**config.mk**
```make
export PLATFORM = sky130hd
export DESIGN_NAME = uic_universal_inputs
export DESIGN_NICKNAME = d
export VERILOG_FILES = /design/src/hw/uic_pkg.sv /design/src/hw/uic_counter.sv /design/src/hw/uic_sync.sv /design/src/hw/uic_universal_inputs.sv
export SDC_FILE = /design/constraint.sdc
export NUM_CORES = 1
export LEC_CHECK = 0
export ABC_AREA = 1
export BUFFER_PORTS_ARGS = -buffer_cell sky130_fd_sc_hd__clkbuf_2
export CORE_UTILIZATION = 40
export DETAILED_ROUTE_END_ITERATION = 12
export PLACE_DENSITY = 0.67
export SLEW_MARGIN = 20
export SYNTH_ARGS = -nofsm -noshare
export SYNTH_HDL_FRONTEND = slang
export SYNTH_SLANG_ARGS = --single-unit
```
**constraint.sdc**
```tcl
create_clock -name clk_i -period 3.2 [get_ports clk_i]
set_input_delay 0.32 -clock clk_i [delete_from_list [all_inputs] [get_ports clk_i]]
set_output_delay 0.32 -clock clk_i [all_outputs]
set_load 0.1 [all_outputs]
```
**src/hw/uic_pkg.sv**
```systemverilog
package uic_pkg;
	// ==========================================
	// Sizes
	localparam int unsigned NUM_IN = 4;
	localparam int unsigned NUM_CNT = 3;
	localparam int unsigned NUM_PINS = 7;
	localparam int unsigned GATE_LSB = 4;
	localparam int unsigned CNT12_W = 16;
	localparam int unsigned CNT3_W = 24;
	localparam int unsigned ADDR_W = 4;
	localparam int unsigned DATA_W = 32;
	// ==========================================
	// Register map (word addresses)
	localparam logic [3:0] ADR_CTRL = 4'h0;
	localparam logic [3:0] ADR_MODE = 4'h1;
	localparam logic [3:0] ADR_LOAD1 = 4'h2;
	localparam logic [3:0] ADR_LOAD2 = 4'h3;
	localparam logic [3:0] ADR_LOAD3 = 4'h4;
	localparam logic [3:0] ADR_COUNT1 = 4'h5;
	localparam logic [3:0] ADR_COUNT2 = 4'h6;
	localparam logic [3:0] ADR_COUNT3 = 4'h7;
	localparam logic [3:0] ADR_STATUS = 4'h8;
	localparam logic [3:0] ADR_GATE = 4'h9;
	localparam logic [3:0] ADR_ISTAT = 4'ha;
	localparam logic [3:0] ADR_IMASK = 4'hb;
	// ==========================================
	// Field layouts
	localparam int unsigned CTRL_EN_LSB = 0;
	localparam int unsigned CTRL_LOAD_LSB = 4;
	localparam int unsigned MODE_FLD_W = 8;
	localparam int unsigned MODE_EDGE_BIT = 3;
	localparam int unsigned MODE_DIR_BIT = 4;
	localparam int unsigned ST_IN_LSB = 0;
	localparam int unsigned ST_EN_LSB = 4;
	localparam int unsigned IS_IN_LSB = 0;
	localparam int unsigned IS_CNT_LSB = 4;
	localparam int unsigned IS_MEAS_BIT = 7;
	localparam int unsigned ISTAT_W = 8;
	localparam int unsigned GSEL_W = 2;
	typedef enum logic [2:0] {
		UIC_DIG, UIC_IRQ, UIC_CNT, UIC_GATED, UIC_FREQ, UIC_PERIOD
	} uic_mode_e;
	// ==========================================
	// Timing
	localparam int unsigned CLK_NS = 8;
	localparam int unsigned TB_NS = 1000;
	localparam int unsigned TB_CYCLES = (TB_NS + CLK_NS - 1) / CLK_NS;
	localparam int unsigned TB_W = 7;
	localparam int unsigned GATE0_MS = 100;
	localparam int unsigned GATE1_MS = 1000;
	localparam int unsigned GATE2_MS = 10000;
	localparam int unsigned MS_NS = 1000000;
endpackage : uic_pkg

```
**src/hw/uic_counter.sv**
```systemverilog
module uic_counter #(
	parameter int unsigned W = 16
) (
	input wire logic clk_i,
	input wire logic rst_n_i,
	input wire logic en_i,
	input wire logic step_i,
	input wire logic down_i,
	input wire logic load_i,
	input wire logic [W-1:0] load_val_i,
	output logic [W-1:0] count_o,
	output logic hit_o
);
	typedef struct packed {
		logic [W-1:0] cnt;
		logic [W-1:0] lim;
		logic hit;
	} uic_cnt_s;

	uic_cnt_s state_q;
	uic_cnt_s state_d;

	// ==========================================
	// Up wraps after the limit, down reloads the start after zero
	always_comb begin
		state_d = state_q;
		state_d.hit = 1'b0;
		if (load_i) begin
			state_d.lim = load_val_i;
			state_d.cnt = down_i ? load_val_i : '0;
		end else if (en_i && step_i) begin
			if (down_i) begin
				state_d.cnt = (state_q.cnt == '0) ? state_q.lim
					: state_q.cnt - 1'b1;
				state_d.hit = (state_d.cnt == '0);
			end else begin
				state_d.cnt = (state_q.cnt == state_q.lim) ? '0
					: state_q.cnt + 1'b1;
				state_d.hit = (state_d.cnt == state_q.lim);
			end
		end
	end

	always_ff @(posedge clk_i) begin
		if (!rst_n_i) begin
			state_q <= '0;
		end else begin
			state_q <= state_d;
		end
	end

	assign count_o = state_q.cnt;
	assign hit_o = state_q.hit;
endmodule : uic_counter

```
**src/hw/uic_sync.sv**
```systemverilog
module uic_sync #(
	parameter int unsigned W = 7
) (
	input wire logic clk_i,
	input wire logic rst_n_i,
	input wire logic [W-1:0] pins_i,
	output logic [W-1:0] level_o,
	output logic [W-1:0] rise_o,
	output logic [W-1:0] fall_o
);
	typedef struct packed {
		logic [W-1:0] meta;
		logic [W-1:0] stab;
		logic [W-1:0] prev;
	} uic_sync_s;

	uic_sync_s state_q;
	uic_sync_s state_d;

	// ==========================================
	// Two-flop synchroniser, then edge detect
	always_comb begin
		state_d = state_q;
		state_d.meta = pins_i;
		state_d.stab = state_q.meta;
		state_d.prev = state_q.stab;
	end

	always_ff @(posedge clk_i) begin
		if (!rst_n_i) begin
			state_q <= '0;
		end else begin
			state_q <= state_d;
		end
	end

	assign level_o = state_q.stab;
	assign rise_o = state_q.stab & ~state_q.prev;
	assign fall_o = ~state_q.stab & state_q.prev;
endmodule : uic_sync

```
**src/hw/uic_universal_inputs.sv**
```systemverilog
module uic_universal_inputs #(
	parameter int unsigned GATE0_TICKS =
		uic_pkg::GATE0_MS * (uic_pkg::MS_NS / uic_pkg::TB_NS),
	parameter int unsigned GATE1_TICKS =
		uic_pkg::GATE1_MS * (uic_pkg::MS_NS / uic_pkg::TB_NS),
	parameter int unsigned GATE2_TICKS =
		uic_pkg::GATE2_MS * (uic_pkg::MS_NS / uic_pkg::TB_NS)
) (
	input wire logic clk_i,
	input wire logic rst_n_i,
	input wire logic uni_input_one_i,
	input wire logic uni_input_two_i,
	input wire logic uni_input_three_i,
	input wire logic uni_input_four_i,
	input wire logic gate_one_i,
	input wire logic gate_two_i,
	input wire logic gate_three_i,
	input wire logic [uic_pkg::ADDR_W-1:0] addr_i,
	input wire logic [uic_pkg::DATA_W-1:0] wr_data_i,
	input wire logic wr_en_i,
	input wire logic rd_en_i,
	output logic [uic_pkg::DATA_W-1:0] rd_data_o,
	output logic irq_o
);
	localparam int unsigned W3 = uic_pkg::CNT3_W;

	typedef struct packed {
		logic [uic_pkg::NUM_CNT-1:0] en;
		logic [uic_pkg::NUM_CNT-1:0] load;
		logic [uic_pkg::NUM_IN*uic_pkg::MODE_FLD_W-1:0] mode;
		logic [uic_pkg::CNT12_W-1:0] lv1;
		logic [uic_pkg::CNT12_W-1:0] lv2;
		logic [W3-1:0] lv3;
		logic [uic_pkg::GSEL_W-1:0] gsel;
		logic [uic_pkg::ISTAT_W-1:0] istat;
		logic [uic_pkg::ISTAT_W-1:0] imask;
		logic [W3-1:0] meas;
		logic [W3-1:0] mcnt;
		logic [W3-1:0] gtmr;
		logic [uic_pkg::TB_W-1:0] tb;
		logic irq;
		logic [uic_pkg::DATA_W-1:0] rdata;
	} uic_top_s;

	uic_top_s state_q;
	uic_top_s state_d;

	// ==========================================
	// Mode decode
	// Modes an input lacks fall back to plain digital input
	function automatic uic_pkg::uic_mode_e eff_mode(
		input int unsigned idx,
		input logic [uic_pkg::MODE_FLD_W-1:0] fld
	);
		uic_pkg::uic_mode_e m;
		m = uic_pkg::uic_mode_e'(fld[2:0]);
		case (m)
			uic_pkg::UIC_IRQ: eff_mode = m;
			uic_pkg::UIC_CNT, uic_pkg::UIC_GATED:
				eff_mode = (idx < uic_pkg::NUM_CNT) ? m
					: uic_pkg::UIC_DIG;
			uic_pkg::UIC_FREQ, uic_pkg::UIC_PERIOD:
				eff_mode = (idx == uic_pkg::NUM_CNT - 1) ? m
					: uic_pkg::UIC_DIG;
			default: eff_mode = uic_pkg::UIC_DIG;
		endcase
	endfunction : eff_mode

	function automatic logic [W3-1:0] gate_len(
		input logic [uic_pkg::GSEL_W-1:0] sel
	);
		case (sel)
			2'h0: gate_len = W3'(GATE0_TICKS);
			2'h1: gate_len = W3'(GATE1_TICKS);
			default: gate_len = W3'(GATE2_TICKS);
		endcase
	endfunction : gate_len

	// ==========================================
	// Pin synchronisation; field pulses at 10 kHz are far below clk
	logic [uic_pkg::NUM_PINS-1:0] lvl;
	logic [uic_pkg::NUM_PINS-1:0] rise;
	logic [uic_pkg::NUM_PINS-1:0] fall;

	uic_sync #(
		.W(uic_pkg::NUM_PINS)
	) u_sync (
		.clk_i(clk_i),
		.rst_n_i(rst_n_i),
		.pins_i({gate_three_i, gate_two_i, gate_one_i, uni_input_four_i,
			uni_input_three_i, uni_input_two_i, uni_input_one_i}),
		.level_o(lvl),
		.rise_o(rise),
		.fall_o(fall)
	);

	uic_pkg::uic_mode_e mode [uic_pkg::NUM_IN];
	logic [uic_pkg::NUM_IN-1:0] ev;
	logic [uic_pkg::NUM_CNT-1:0] step;
	logic [uic_pkg::NUM_CNT-1:0] down;
	logic [uic_pkg::NUM_CNT-1:0] hit;
	logic [uic_pkg::CNT12_W-1:0] cnt1;
	logic [uic_pkg::CNT12_W-1:0] cnt2;
	logic [W3-1:0] cnt3;

	always_comb begin
		for (int i = 0; i < uic_pkg::NUM_IN; i++) begin
			mode[i] = eff_mode(i, state_q.mode[i*uic_pkg::MODE_FLD_W +:
				uic_pkg::MODE_FLD_W]);
			ev[i] = state_q.mode[i*uic_pkg::MODE_FLD_W
				+ uic_pkg::MODE_EDGE_BIT] ? fall[i] : rise[i];
		end
		for (int i = 0; i < uic_pkg::NUM_CNT; i++) begin
			down[i] = state_q.mode[i*uic_pkg::MODE_FLD_W
				+ uic_pkg::MODE_DIR_BIT];
			step[i] = ev[i] && (mode[i] == uic_pkg::UIC_CNT
				|| (mode[i] == uic_pkg::UIC_GATED
				&& lvl[uic_pkg::GATE_LSB + i]));
		end
	end

	// ==========================================
	// Pulse counters
	uic_counter #(.W(uic_pkg::CNT12_W)) u_cnt_one (
		.clk_i(clk_i), .rst_n_i(rst_n_i), .en_i(state_q.en[0]),
		.step_i(step[0]), .down_i(down[0]), .load_i(state_q.load[0]),
		.load_val_i(state_q.lv1), .count_o(cnt1), .hit_o(hit[0])
	);
	uic_counter #(.W(uic_pkg::CNT12_W)) u_cnt_two (
		.clk_i(clk_i), .rst_n_i(rst_n_i), .en_i(state_q.en[1]),
		.step_i(step[1]), .down_i(down[1]), .load_i(state_q.load[1]),
		.load_val_i(state_q.lv2), .count_o(cnt2), .hit_o(hit[1])
	);
	uic_counter #(.W(W3)) u_cnt_three (
		.clk_i(clk_i), .rst_n_i(rst_n_i), .en_i(state_q.en[2]),
		.step_i(step[2]), .down_i(down[2]), .load_i(state_q.load[2]),
		.load_val_i(state_q.lv3), .count_o(cnt3), .hit_o(hit[2])
	);

	// ==========================================
	// Registers, measurement and interrupts
	logic tick;
	logic [uic_pkg::ISTAT_W-1:0] set;
	logic [uic_pkg::ISTAT_W-1:0] clr;
	logic [W3-1:0] cnt3_rd;

	always_comb begin
		state_d = state_q;
		state_d.load = '0;
		state_d.rdata = '0;
		set = '0;
		clr = '0;
		tick = (state_q.tb == uic_pkg::TB_W'(uic_pkg::TB_CYCLES - 1));
		state_d.tb = tick ? '0 : state_q.tb + 1'b1;
		for (int i = 0; i < uic_pkg::NUM_IN; i++) begin
			if (mode[i] == uic_pkg::UIC_IRQ && ev[i]) begin
				set[uic_pkg::IS_IN_LSB + i] = 1'b1;
			end
		end
		set[uic_pkg::IS_CNT_LSB +: uic_pkg::NUM_CNT] = hit;
		if (!state_q.en[2]) begin
			state_d.mcnt = '0;
			state_d.gtmr = '0;
		end else if (mode[2] == uic_pkg::UIC_FREQ) begin
			state_d.mcnt = state_q.mcnt + W3'(ev[2]);
			if (tick) begin
				if (state_q.gtmr == gate_len(state_q.gsel) - 1'b1) begin
					state_d.meas = state_d.mcnt;
					state_d.mcnt = '0;
					state_d.gtmr = '0;
					set[uic_pkg::IS_MEAS_BIT] = 1'b1;
				end else begin
					state_d.gtmr = state_q.gtmr + 1'b1;
				end
			end
		end else if (mode[2] == uic_pkg::UIC_PERIOD) begin
			if (rise[2]) begin
				state_d.meas = state_q.mcnt + W3'(tick);
				state_d.mcnt = '0;
				set[uic_pkg::IS_MEAS_BIT] = 1'b1;
			end else if (tick) begin
				state_d.mcnt = state_q.mcnt + 1'b1;
			end
		end else begin
			state_d.mcnt = '0;
			state_d.gtmr = '0;
		end
		if (wr_en_i) begin
			case (addr_i)
				uic_pkg::ADR_CTRL: begin
					state_d.en = wr_data_i[uic_pkg::CTRL_EN_LSB +:
						uic_pkg::NUM_CNT];
					state_d.load = wr_data_i[uic_pkg::CTRL_LOAD_LSB +:
						uic_pkg::NUM_CNT];
				end
				uic_pkg::ADR_MODE: state_d.mode = wr_data_i;
				uic_pkg::ADR_LOAD1:
					state_d.lv1 = wr_data_i[uic_pkg::CNT12_W-1:0];
				uic_pkg::ADR_LOAD2:
					state_d.lv2 = wr_data_i[uic_pkg::CNT12_W-1:0];
				uic_pkg::ADR_LOAD3: state_d.lv3 = wr_data_i[W3-1:0];
				uic_pkg::ADR_GATE:
					state_d.gsel = wr_data_i[uic_pkg::GSEL_W-1:0];
				uic_pkg::ADR_ISTAT:
					clr = wr_data_i[uic_pkg::ISTAT_W-1:0];
				uic_pkg::ADR_IMASK:
					state_d.imask = wr_data_i[uic_pkg::ISTAT_W-1:0];
				default: ;
			endcase
		end
		// A new event beats a clear in the same cycle
		state_d.istat = (state_q.istat & ~clr) | set;
		state_d.irq = |(state_q.istat & state_q.imask);
		cnt3_rd = (mode[2] == uic_pkg::UIC_FREQ
			|| mode[2] == uic_pkg::UIC_PERIOD) ? state_q.meas : cnt3;
		if (rd_en_i) begin
			case (addr_i)
				uic_pkg::ADR_CTRL: state_d.rdata = 32'(state_q.en);
				uic_pkg::ADR_MODE: state_d.rdata = state_q.mode;
				uic_pkg::ADR_LOAD1: state_d.rdata = 32'(state_q.lv1);
				uic_pkg::ADR_LOAD2: state_d.rdata = 32'(state_q.lv2);
				uic_pkg::ADR_LOAD3: state_d.rdata = 32'(state_q.lv3);
				uic_pkg::ADR_COUNT1: state_d.rdata = 32'(cnt1);
				uic_pkg::ADR_COUNT2: state_d.rdata = 32'(cnt2);
				uic_pkg::ADR_COUNT3: state_d.rdata = 32'(cnt3_rd);
				uic_pkg::ADR_STATUS: begin
					state_d.rdata[uic_pkg::ST_IN_LSB +: uic_pkg::NUM_IN] =
						lvl[uic_pkg::NUM_IN-1:0];
					state_d.rdata[uic_pkg::ST_EN_LSB +: uic_pkg::NUM_CNT] =
						state_q.en;
				end
				uic_pkg::ADR_GATE: state_d.rdata = 32'(state_q.gsel);
				uic_pkg::ADR_ISTAT: state_d.rdata = 32'(state_q.istat);
				uic_pkg::ADR_IMASK: state_d.rdata = 32'(state_q.imask);
				default: state_d.rdata = '0;
			endcase
		end
	end

	always_ff @(posedge clk_i) begin
		if (!rst_n_i) begin
			state_q <= '0;
		end else begin
			state_q <= state_d;
		end
	end

	assign rd_data_o = state_q.rdata;
	assign irq_o = state_q.irq;
endmodule : uic_universal_inputs

```
After elaboration in Yosys (flattened, before gate mapping)
Index checks and enable logic that the tools add are counted.
{"block": "word_totals", "word_cells": 207, "output_inout_bits": 33, "ff_bits": 357, "inputBits": 47}
{"block": "classes", "bitwise": 12, "n_mux": 58, "n_reduce_logical": 50, "n_addsub": 12, "n_eq_ne": 48}
{"op": "two-way mux 24 bit", "n": 17}
{"op": "case mux 25 bit (9 select lines)", "n": 1}
{"op": "two-way mux 16 bit", "n": 12}
{"op": "two-way mux 72 bit", "n": 2}
{"op": "case mux 7 bit (12 select lines)", "n": 1}
{"op": "adder 24 x 1 -> 24 bit (second input constant)", "n": 3}
{"op": "== test 24 bit", "n": 3}
{"op": "== test 16 bit", "n": 4}
{"op": "logical NOT 16 bit", "n": 4}
{"op": "adder 24 x 1 -> 24 bit", "n": 2}
{"op": "logical NOT 24 bit", "n": 2}
{"op": "two-way mux 48 bit", "n": 1}
{"op": "case mux 24 bit (2 select lines)", "n": 1}
{"op": "subtractor 24 x 1 -> 24 bit (second input constant)", "n": 2}
{"op": "== test 3 x 2 -> 1 bit (second input constant)", "n": 12}
{"op": "adder 16 x 1 -> 16 bit (second input constant)", "n": 2}
{"op": "subtractor 16 x 1 -> 16 bit (second input constant)", "n": 2}
{"op": "== test 3 x 1 -> 1 bit (second input constant)", "n": 8}
{"op": "AND reduction 2 bit", "n": 10}
{"op": "two-way mux 1 bit", "n": 17}
{"op": "bitwise AND 8 bit", "n": 2}
{"op": "== test 4 x 3 -> 1 bit (second input constant)", "n": 4}
{"op": "== test 4 bit (second input constant)", "n": 4}
{"op": "two-way mux 8 bit", "n": 2}
{"op": "other kinds (26)", "n": 62}

Longest topological paths before layout
{"block": "depth", "word_depth": 13, "mapped_depth": 19, "mapped_depth_nobuf": 19}

Cells and area by module
From an unflattened synthesis, not the netlist that was laid out.
{"block": "unflattened", "hier_cells": 3990, "hier_area_um2": 24039.3}
{"module": "uic_universal_inputs", "cells_per_inst": 1899, "instances": 1, "area_each_um2": 12248.0, "seq_area_each_um2": 4484.3}
{"module": "uic_counter (u_cnt_one ...)", "cells_per_inst": 572, "instances": 2, "area_each_um2": 3169.3, "seq_area_each_um2": 660.6}
{"module": "uic_counter (u_cnt_three)", "cells_per_inst": 847, "instances": 1, "area_each_um2": 4694.5, "seq_area_each_um2": 980.9}
{"module": "uic_sync", "cells_per_inst": 100, "instances": 1, "area_each_um2": 758.2, "seq_area_each_um2": 420.4}

Least setup slack after synthesis
Ideal clock, no wire load.
{"block": "synth_timing", "path_kind": "flip-flop to flip-flop", "from": "register state_q[33] (netlist name)", "to": "register state_q[104] (netlist name)", "synth_period_minus_slack_ns": 2.353, "n_path_buf": 0, "setup_slack_ns": 0.847, "stages_incl_launch_ff": 17, "t_arrival_ns": 2.237, "setup_ns": 0.116, "cell_sequence": "dfxtp_1 > inv_1 > ha_1 > nand2_1 > nor2_4 > ha_1 > ha_1 > inv_1 > nor2_1 > nand2_1 > nor2_1 > inv_1 > nor2_1 > xor2_1 > o22ai_1 > nor2_1 > nor2_1"}
{"block": "synth_between", "elab_chain_len": 5}
{"item": "start, declared", "line_no": "uic_universal_inputs.sv:45", "source": "uic_top_s state_q;"}
{"item": "start signal, assigned", "line_no": "uic_universal_inputs.sv:244", "source": "state_q <= state_d;"}
{"item": "== test 7 bit (*)", "line_no": "uic_universal_inputs.sv:153", "source": "tick = (state_q.tb == uic_pkg::TB_W'(uic_pkg::TB_CYCLES - 1));"}
{"item": "adder 24 x 1 -> 24 bit", "line_no": "uic_universal_inputs.sv:178", "source": "state_d.meas = state_q.mcnt + W3'(tick);"}
{"item": "two-way mux 24 bit", "line_no": "uic_universal_inputs.sv:177", "source": "if (rise[2]) begin"}
{"item": "two-way mux 24 bit", "line_no": "uic_universal_inputs.sv:176", "source": "end else if (mode[2] == uic_pkg::UIC_PERIOD) begin"}
{"item": "two-way mux 72 bit", "line_no": "uic_universal_inputs.sv:164", "source": "end else if (mode[2] == uic_pkg::UIC_FREQ) begin"}
Mark *: on every way between the ends. The rest lies on a longest branch, timed or not. The select of a mux whose other input is x is not followed.
A chain may end at the register's enable or synchronous reset.

Final worst setup path
{"block": "layout_timing", "from": "register state_q[36] (netlist name)", "to": "register state_q[104] (netlist name)"}
Same word-level chain as after synthesis.

==> metrics.csv <==
stage;metric;value;unit
run_status;status;completed;
global_route;GRT Total Usage;27.0;%
global_route;grt ovf;0;
synthesis;top_reg_cell synth;dfxtp_1;
synthesis;Post-Syn Area per Cell;6.35;um^2
drt;wire length on met3;6.46;mm
drt;antenna-violating nets left;0;
synthesis;Syn Nets;3565;
min_path;hold path depth;3;
synthesis;cell count after synthesis;3501;
timing;Rel. slew slack;36.5;%
drt;Via density;5.57;
placement;Port Buffers;79;
clock_network;# clock sinks;357;
drt;WL/cell;18.4;um
synthesis;Yosys cell types;53;
power;sequential share of power;44.0;%
clock_network;total CTS buffers;40;
worst_setup_path;R2R setup slack;0.46;ns
timing;hold_ws;0.0278;ns
power;switching portion of total power;26.6;%
placement;post-DP HPWL;57.3;mm
timing;Worst Slack Setup Final;0.459;ns
worst_setup_path;Worst path slowest cell;dfxtp_1;
power;VDD IR max;0.446;mV
floorplanning;Initial Util;40.5;%
floorplanning;Site Rows;86;
timing;Clock Skew;0.0189;ns
drt;drt first pass iters;7;
drt;vias;23600;
timing;setup tns final;0;ns
worst_setup_path;Setup crit start kind;flip-flop;
clock_network;Longest Clk Path Bufs;3;
finish;P&R area growth vs syn;9.64;%
clock_network;CTS H-tree lvls;2;
placement;DP Worst Slack;0.525;ns
floorplanning;Die Area;56600;um^2
global_route;global-route wire length before repair;122;mm
clock_network;clk root buf;clkbuf_16;
power;Clock Power Share;47.3;%
drt;DR DRC count;0;
power;Final Total Pwr;10.3;mW
timing;Hold Vio Cnt, Final;0;
floorplanning;Die Span X;238;um
power;Power Density;422;nW/um^2
drt;DR WL met2;33.7;mm
timing;max-slew violation count;0;
synthesis;Synth Register Bits;357;
worst_setup_path;CP max stage delay;0.37;ns
clock_network;number of setup buffers added after CTS;0;
floorplanning;Chip Height;238;um
timing;Final min period;2.74;ns
finish;Layout Utilization;44.4;%
worst_setup_path;CP required;3.67;ns
finish;# diodes;0;
clock_network;clock-pin slew on the worst setup and hold paths;0.07;ns
timing;# setup viols final;0;
timing;crit share post-route;85.6;%
synthesis;Post-Syn Area;22200;um^2
power;Logic pwr share;8.7;%
global_route;largest net degree at the start of global routing;128;
synthesis;Post-synth EDFFs;0;
finish;number of nets in the layout;3530;
drt;DRT iter0 DRCs;2458;
power;leakage power;10.1;nW
synthesis;FFs w/ async S/R, synth;0;%
drt;Max Used Layer;met5;
clock_network;Skew-Pair Late Insertion Delay;0.59;ns
power;internal power;7.56;mW
worst_setup_path;cell repeated most along the worst path;nor2_1;
worst_setup_path;critical path class;reg2reg;
worst_setup_path;Worst Setup End Kind;flip-flop;
synthesis;Synth warnings;0;
worst_setup_path;R2R cell count;16;
timing;measured slew at the worst slew-check pin;0.951;ns
drt;wire length on met1;35.1;mm
floorplanning;CORE AREA;55000;um^2
timing;Achievable Freq;365;MHz
worst_setup_path;crit-path max FO;9;
worst_setup_path;WP data arrival;3.21;ns
global_route;vias in the first global route;21600;
power;switching power;2.74;mW
job;Max Cap Viol;0;
floorplanning;IO Pins;80;
placement;RD Place Congestion;1.03;
synthesis;sequential share of the synthesized area;32.1;%
min_path;worst hold path class;in2reg;
worst_setup_path;critical-path cell list;nand2_1 > inv_1 > nand3_1 > nor2_4 > ha_1 > ha_1 > inv_1 > nor2_1 > nand2_1 > nor2_1 > inv_1 > nor2_1 > xor2_1 > o22ai_1 > nor2_1 > nor2_1;
global_route;initial antenna violation count;2;
timing;RSZ-0062 raised after global routing;false;
clock_network;CTS tree;yes;
drt;drt total wl;78.1;mm
finish;share of cells above drive strength 1;7.67;%
critical path: cells and delay by family, from the launching register on:
family                     cells  cell delay, ns
AOI/OAI and AO/OA              1            0.09
buffers and inverters          3            0.20
and+or+nand+nor                9            1.29
xor gates and xnor gates       1            0.16
adders and majority gates      2            0.52
DFF                            1            0.37
layout make-up:
class	instances	area, um^2
Tap cell	748	936
Inverter	423	1590
Sequential cell	357	7150
Clock buffer	51	1120
Fill cell	5891	30600
Multi-Input combinational cell	2505	12500
Timing Repair Buffer	139	907
Clock inverter	20	234
stage by stage:
step / instances / cell area, um^2
after global routing: 4243 / 24400
after CTS: 4243 / 24400
after global placement: 4165 / 23000
after floorplan: 3501 / 22200
after detailed placement: 4165 / 23000
final: 4243 / 24400
cells in the final DEF, fill, tap and decap left out, types with 10 or more instances in the layout:
cell type  count
a211oi_1      14
a21oi_1      261
a221oi_1      35
a22oi_1       10
a31oi_1       51
buf_4         50
clkbuf_16     41
clkbuf_2      78
dfxtp_1      356
ha_1          17
inv_1        396
inv_2         21
nand2_1      765
nand3_1      216
nand4_1       42
nor2_1       347
nor2_2        16
nor3_1        64
nor4_1        17
o211ai_1      14
o21ai_0      350
o21ai_1       18
o22ai_1       81
xor2_1       117
registers in the layout (all words and copies together), names as in the netlist, 3 cells and up:
signal               flops
u_sync.state_q           4
u_cnt_two.count_o       16
u_sync.state_d           7
u_cnt_one.state_q       16
down                     3
u_cnt_three.count_o     24
u_sync.level_o           7
rd_data_o               32
u_cnt_three.state_q     24
u_cnt_two.state_q       16
state_q                188
u_cnt_one.count_o       16
metal layers:
layer / track usage (%) / vias up
li1: - / 11500
met1: 37.6 / 10900
met4: 10.1 / 4
met3: 4.56 / 170
met2: 41.6 / 1012
met5: 0 / -
path summary, 6_finish.rpt:
check                                start                      endpoint
max reg2reg         state_q[36]$_SDFF_PP0_     state_q[104]$_SDFFE_PN0P_
max                 state_q[36]$_SDFF_PP0_     state_q[104]$_SDFFE_PN0P_
min reg2reg  u_sync.state_d[13]$_SDFF_PN0_  u_sync.level_o[6]$_SDFF_PN0_
min                          wr_data_i[31]     state_q[217]$_SDFFE_PN0P_
power by group through the flow:
stage / Sequential [mW] / Combinational (mW) / Clock, mW
2_1_floorplan: 4.61 / 0.603 / 0
3_3_place_gp: 4.63 / 0.864 / 0
3_5_place_dp: 4.63 / 0.865 / 0
4_1_cts: 4.53 / 0.876 / 4.94
5_1_grt: 4.54 / 0.980 / 5.10
6_report: 4.53 / 0.898 / 4.87
what timing repair did:
action                                  4_1_cts  5_1_grt
hold buffers                                  7        0
endpoints found under the setup margin        0        0
hold endpoints to repair                      7        0
gates resized for setup                       0        0
Yosys cell counts, types with 6 or more instances:
| master | count | area share (%) |
|---|---|---|
| a211oi_1 | 14 | 0.47 |
| a21oi_1 | 261 | 5.9 |
| a221oi_1 | 35 | 1.4 |
| a22oi_1 | 10 | 0.34 |
| a31oi_1 | 51 | 1.4 |
| buf_1 | 10 | 0.17 |
| buf_2 | 43 | 0.97 |
| buf_4 | 39 | 1.3 |
| buf_6 | 7 | 0.35 |
| clkbuf_1 | 113 | 1.9 |
| clkinv_1 | 7 | 0.12 |
| dfxtp_1 | 357 | 32 |
| ha_1 | 17 | 0.96 |
| inv_1 | 396 | 6.7 |
| inv_2 | 20 | 0.34 |
| nand2_1 | 765 | 13 |
| nand3_1 | 217 | 4.9 |
| nand4_1 | 42 | 1.2 |
| nor2_1 | 347 | 5.9 |
| nor2_2 | 16 | 0.45 |
| nor2_4 | 6 | 0.30 |
| nor3_1 | 65 | 1.5 |
| nor4_1 | 17 | 0.48 |
| o211ai_1 | 14 | 0.47 |
| o21ai_0 | 350 | 7.9 |
| o21ai_1 | 18 | 0.41 |
| o22ai_1 | 81 | 2.3 |
| o31ai_1 | 8 | 0.27 |
| or2_2 | 8 | 0.23 |
| xor2_1 | 117 | 4.6 |
cells by family after synthesis:
| family | Yosys count | share of synthesized area [%] |
|---|---|---|
| DFF | 357 | 32.1 |
| AOI/OAI and AO/OA | 864 | 21.7 |
| adders and majority gates | 17 | 0.956 |
| buffers and inverters | 639 | 11.9 |
| and+or+nand+nor | 1503 | 28.5 |
| muxes | 1 | 0.0450 |
| xor gates and xnor gates | 120 | 4.72 |
(Power assumes the default switching activity.)
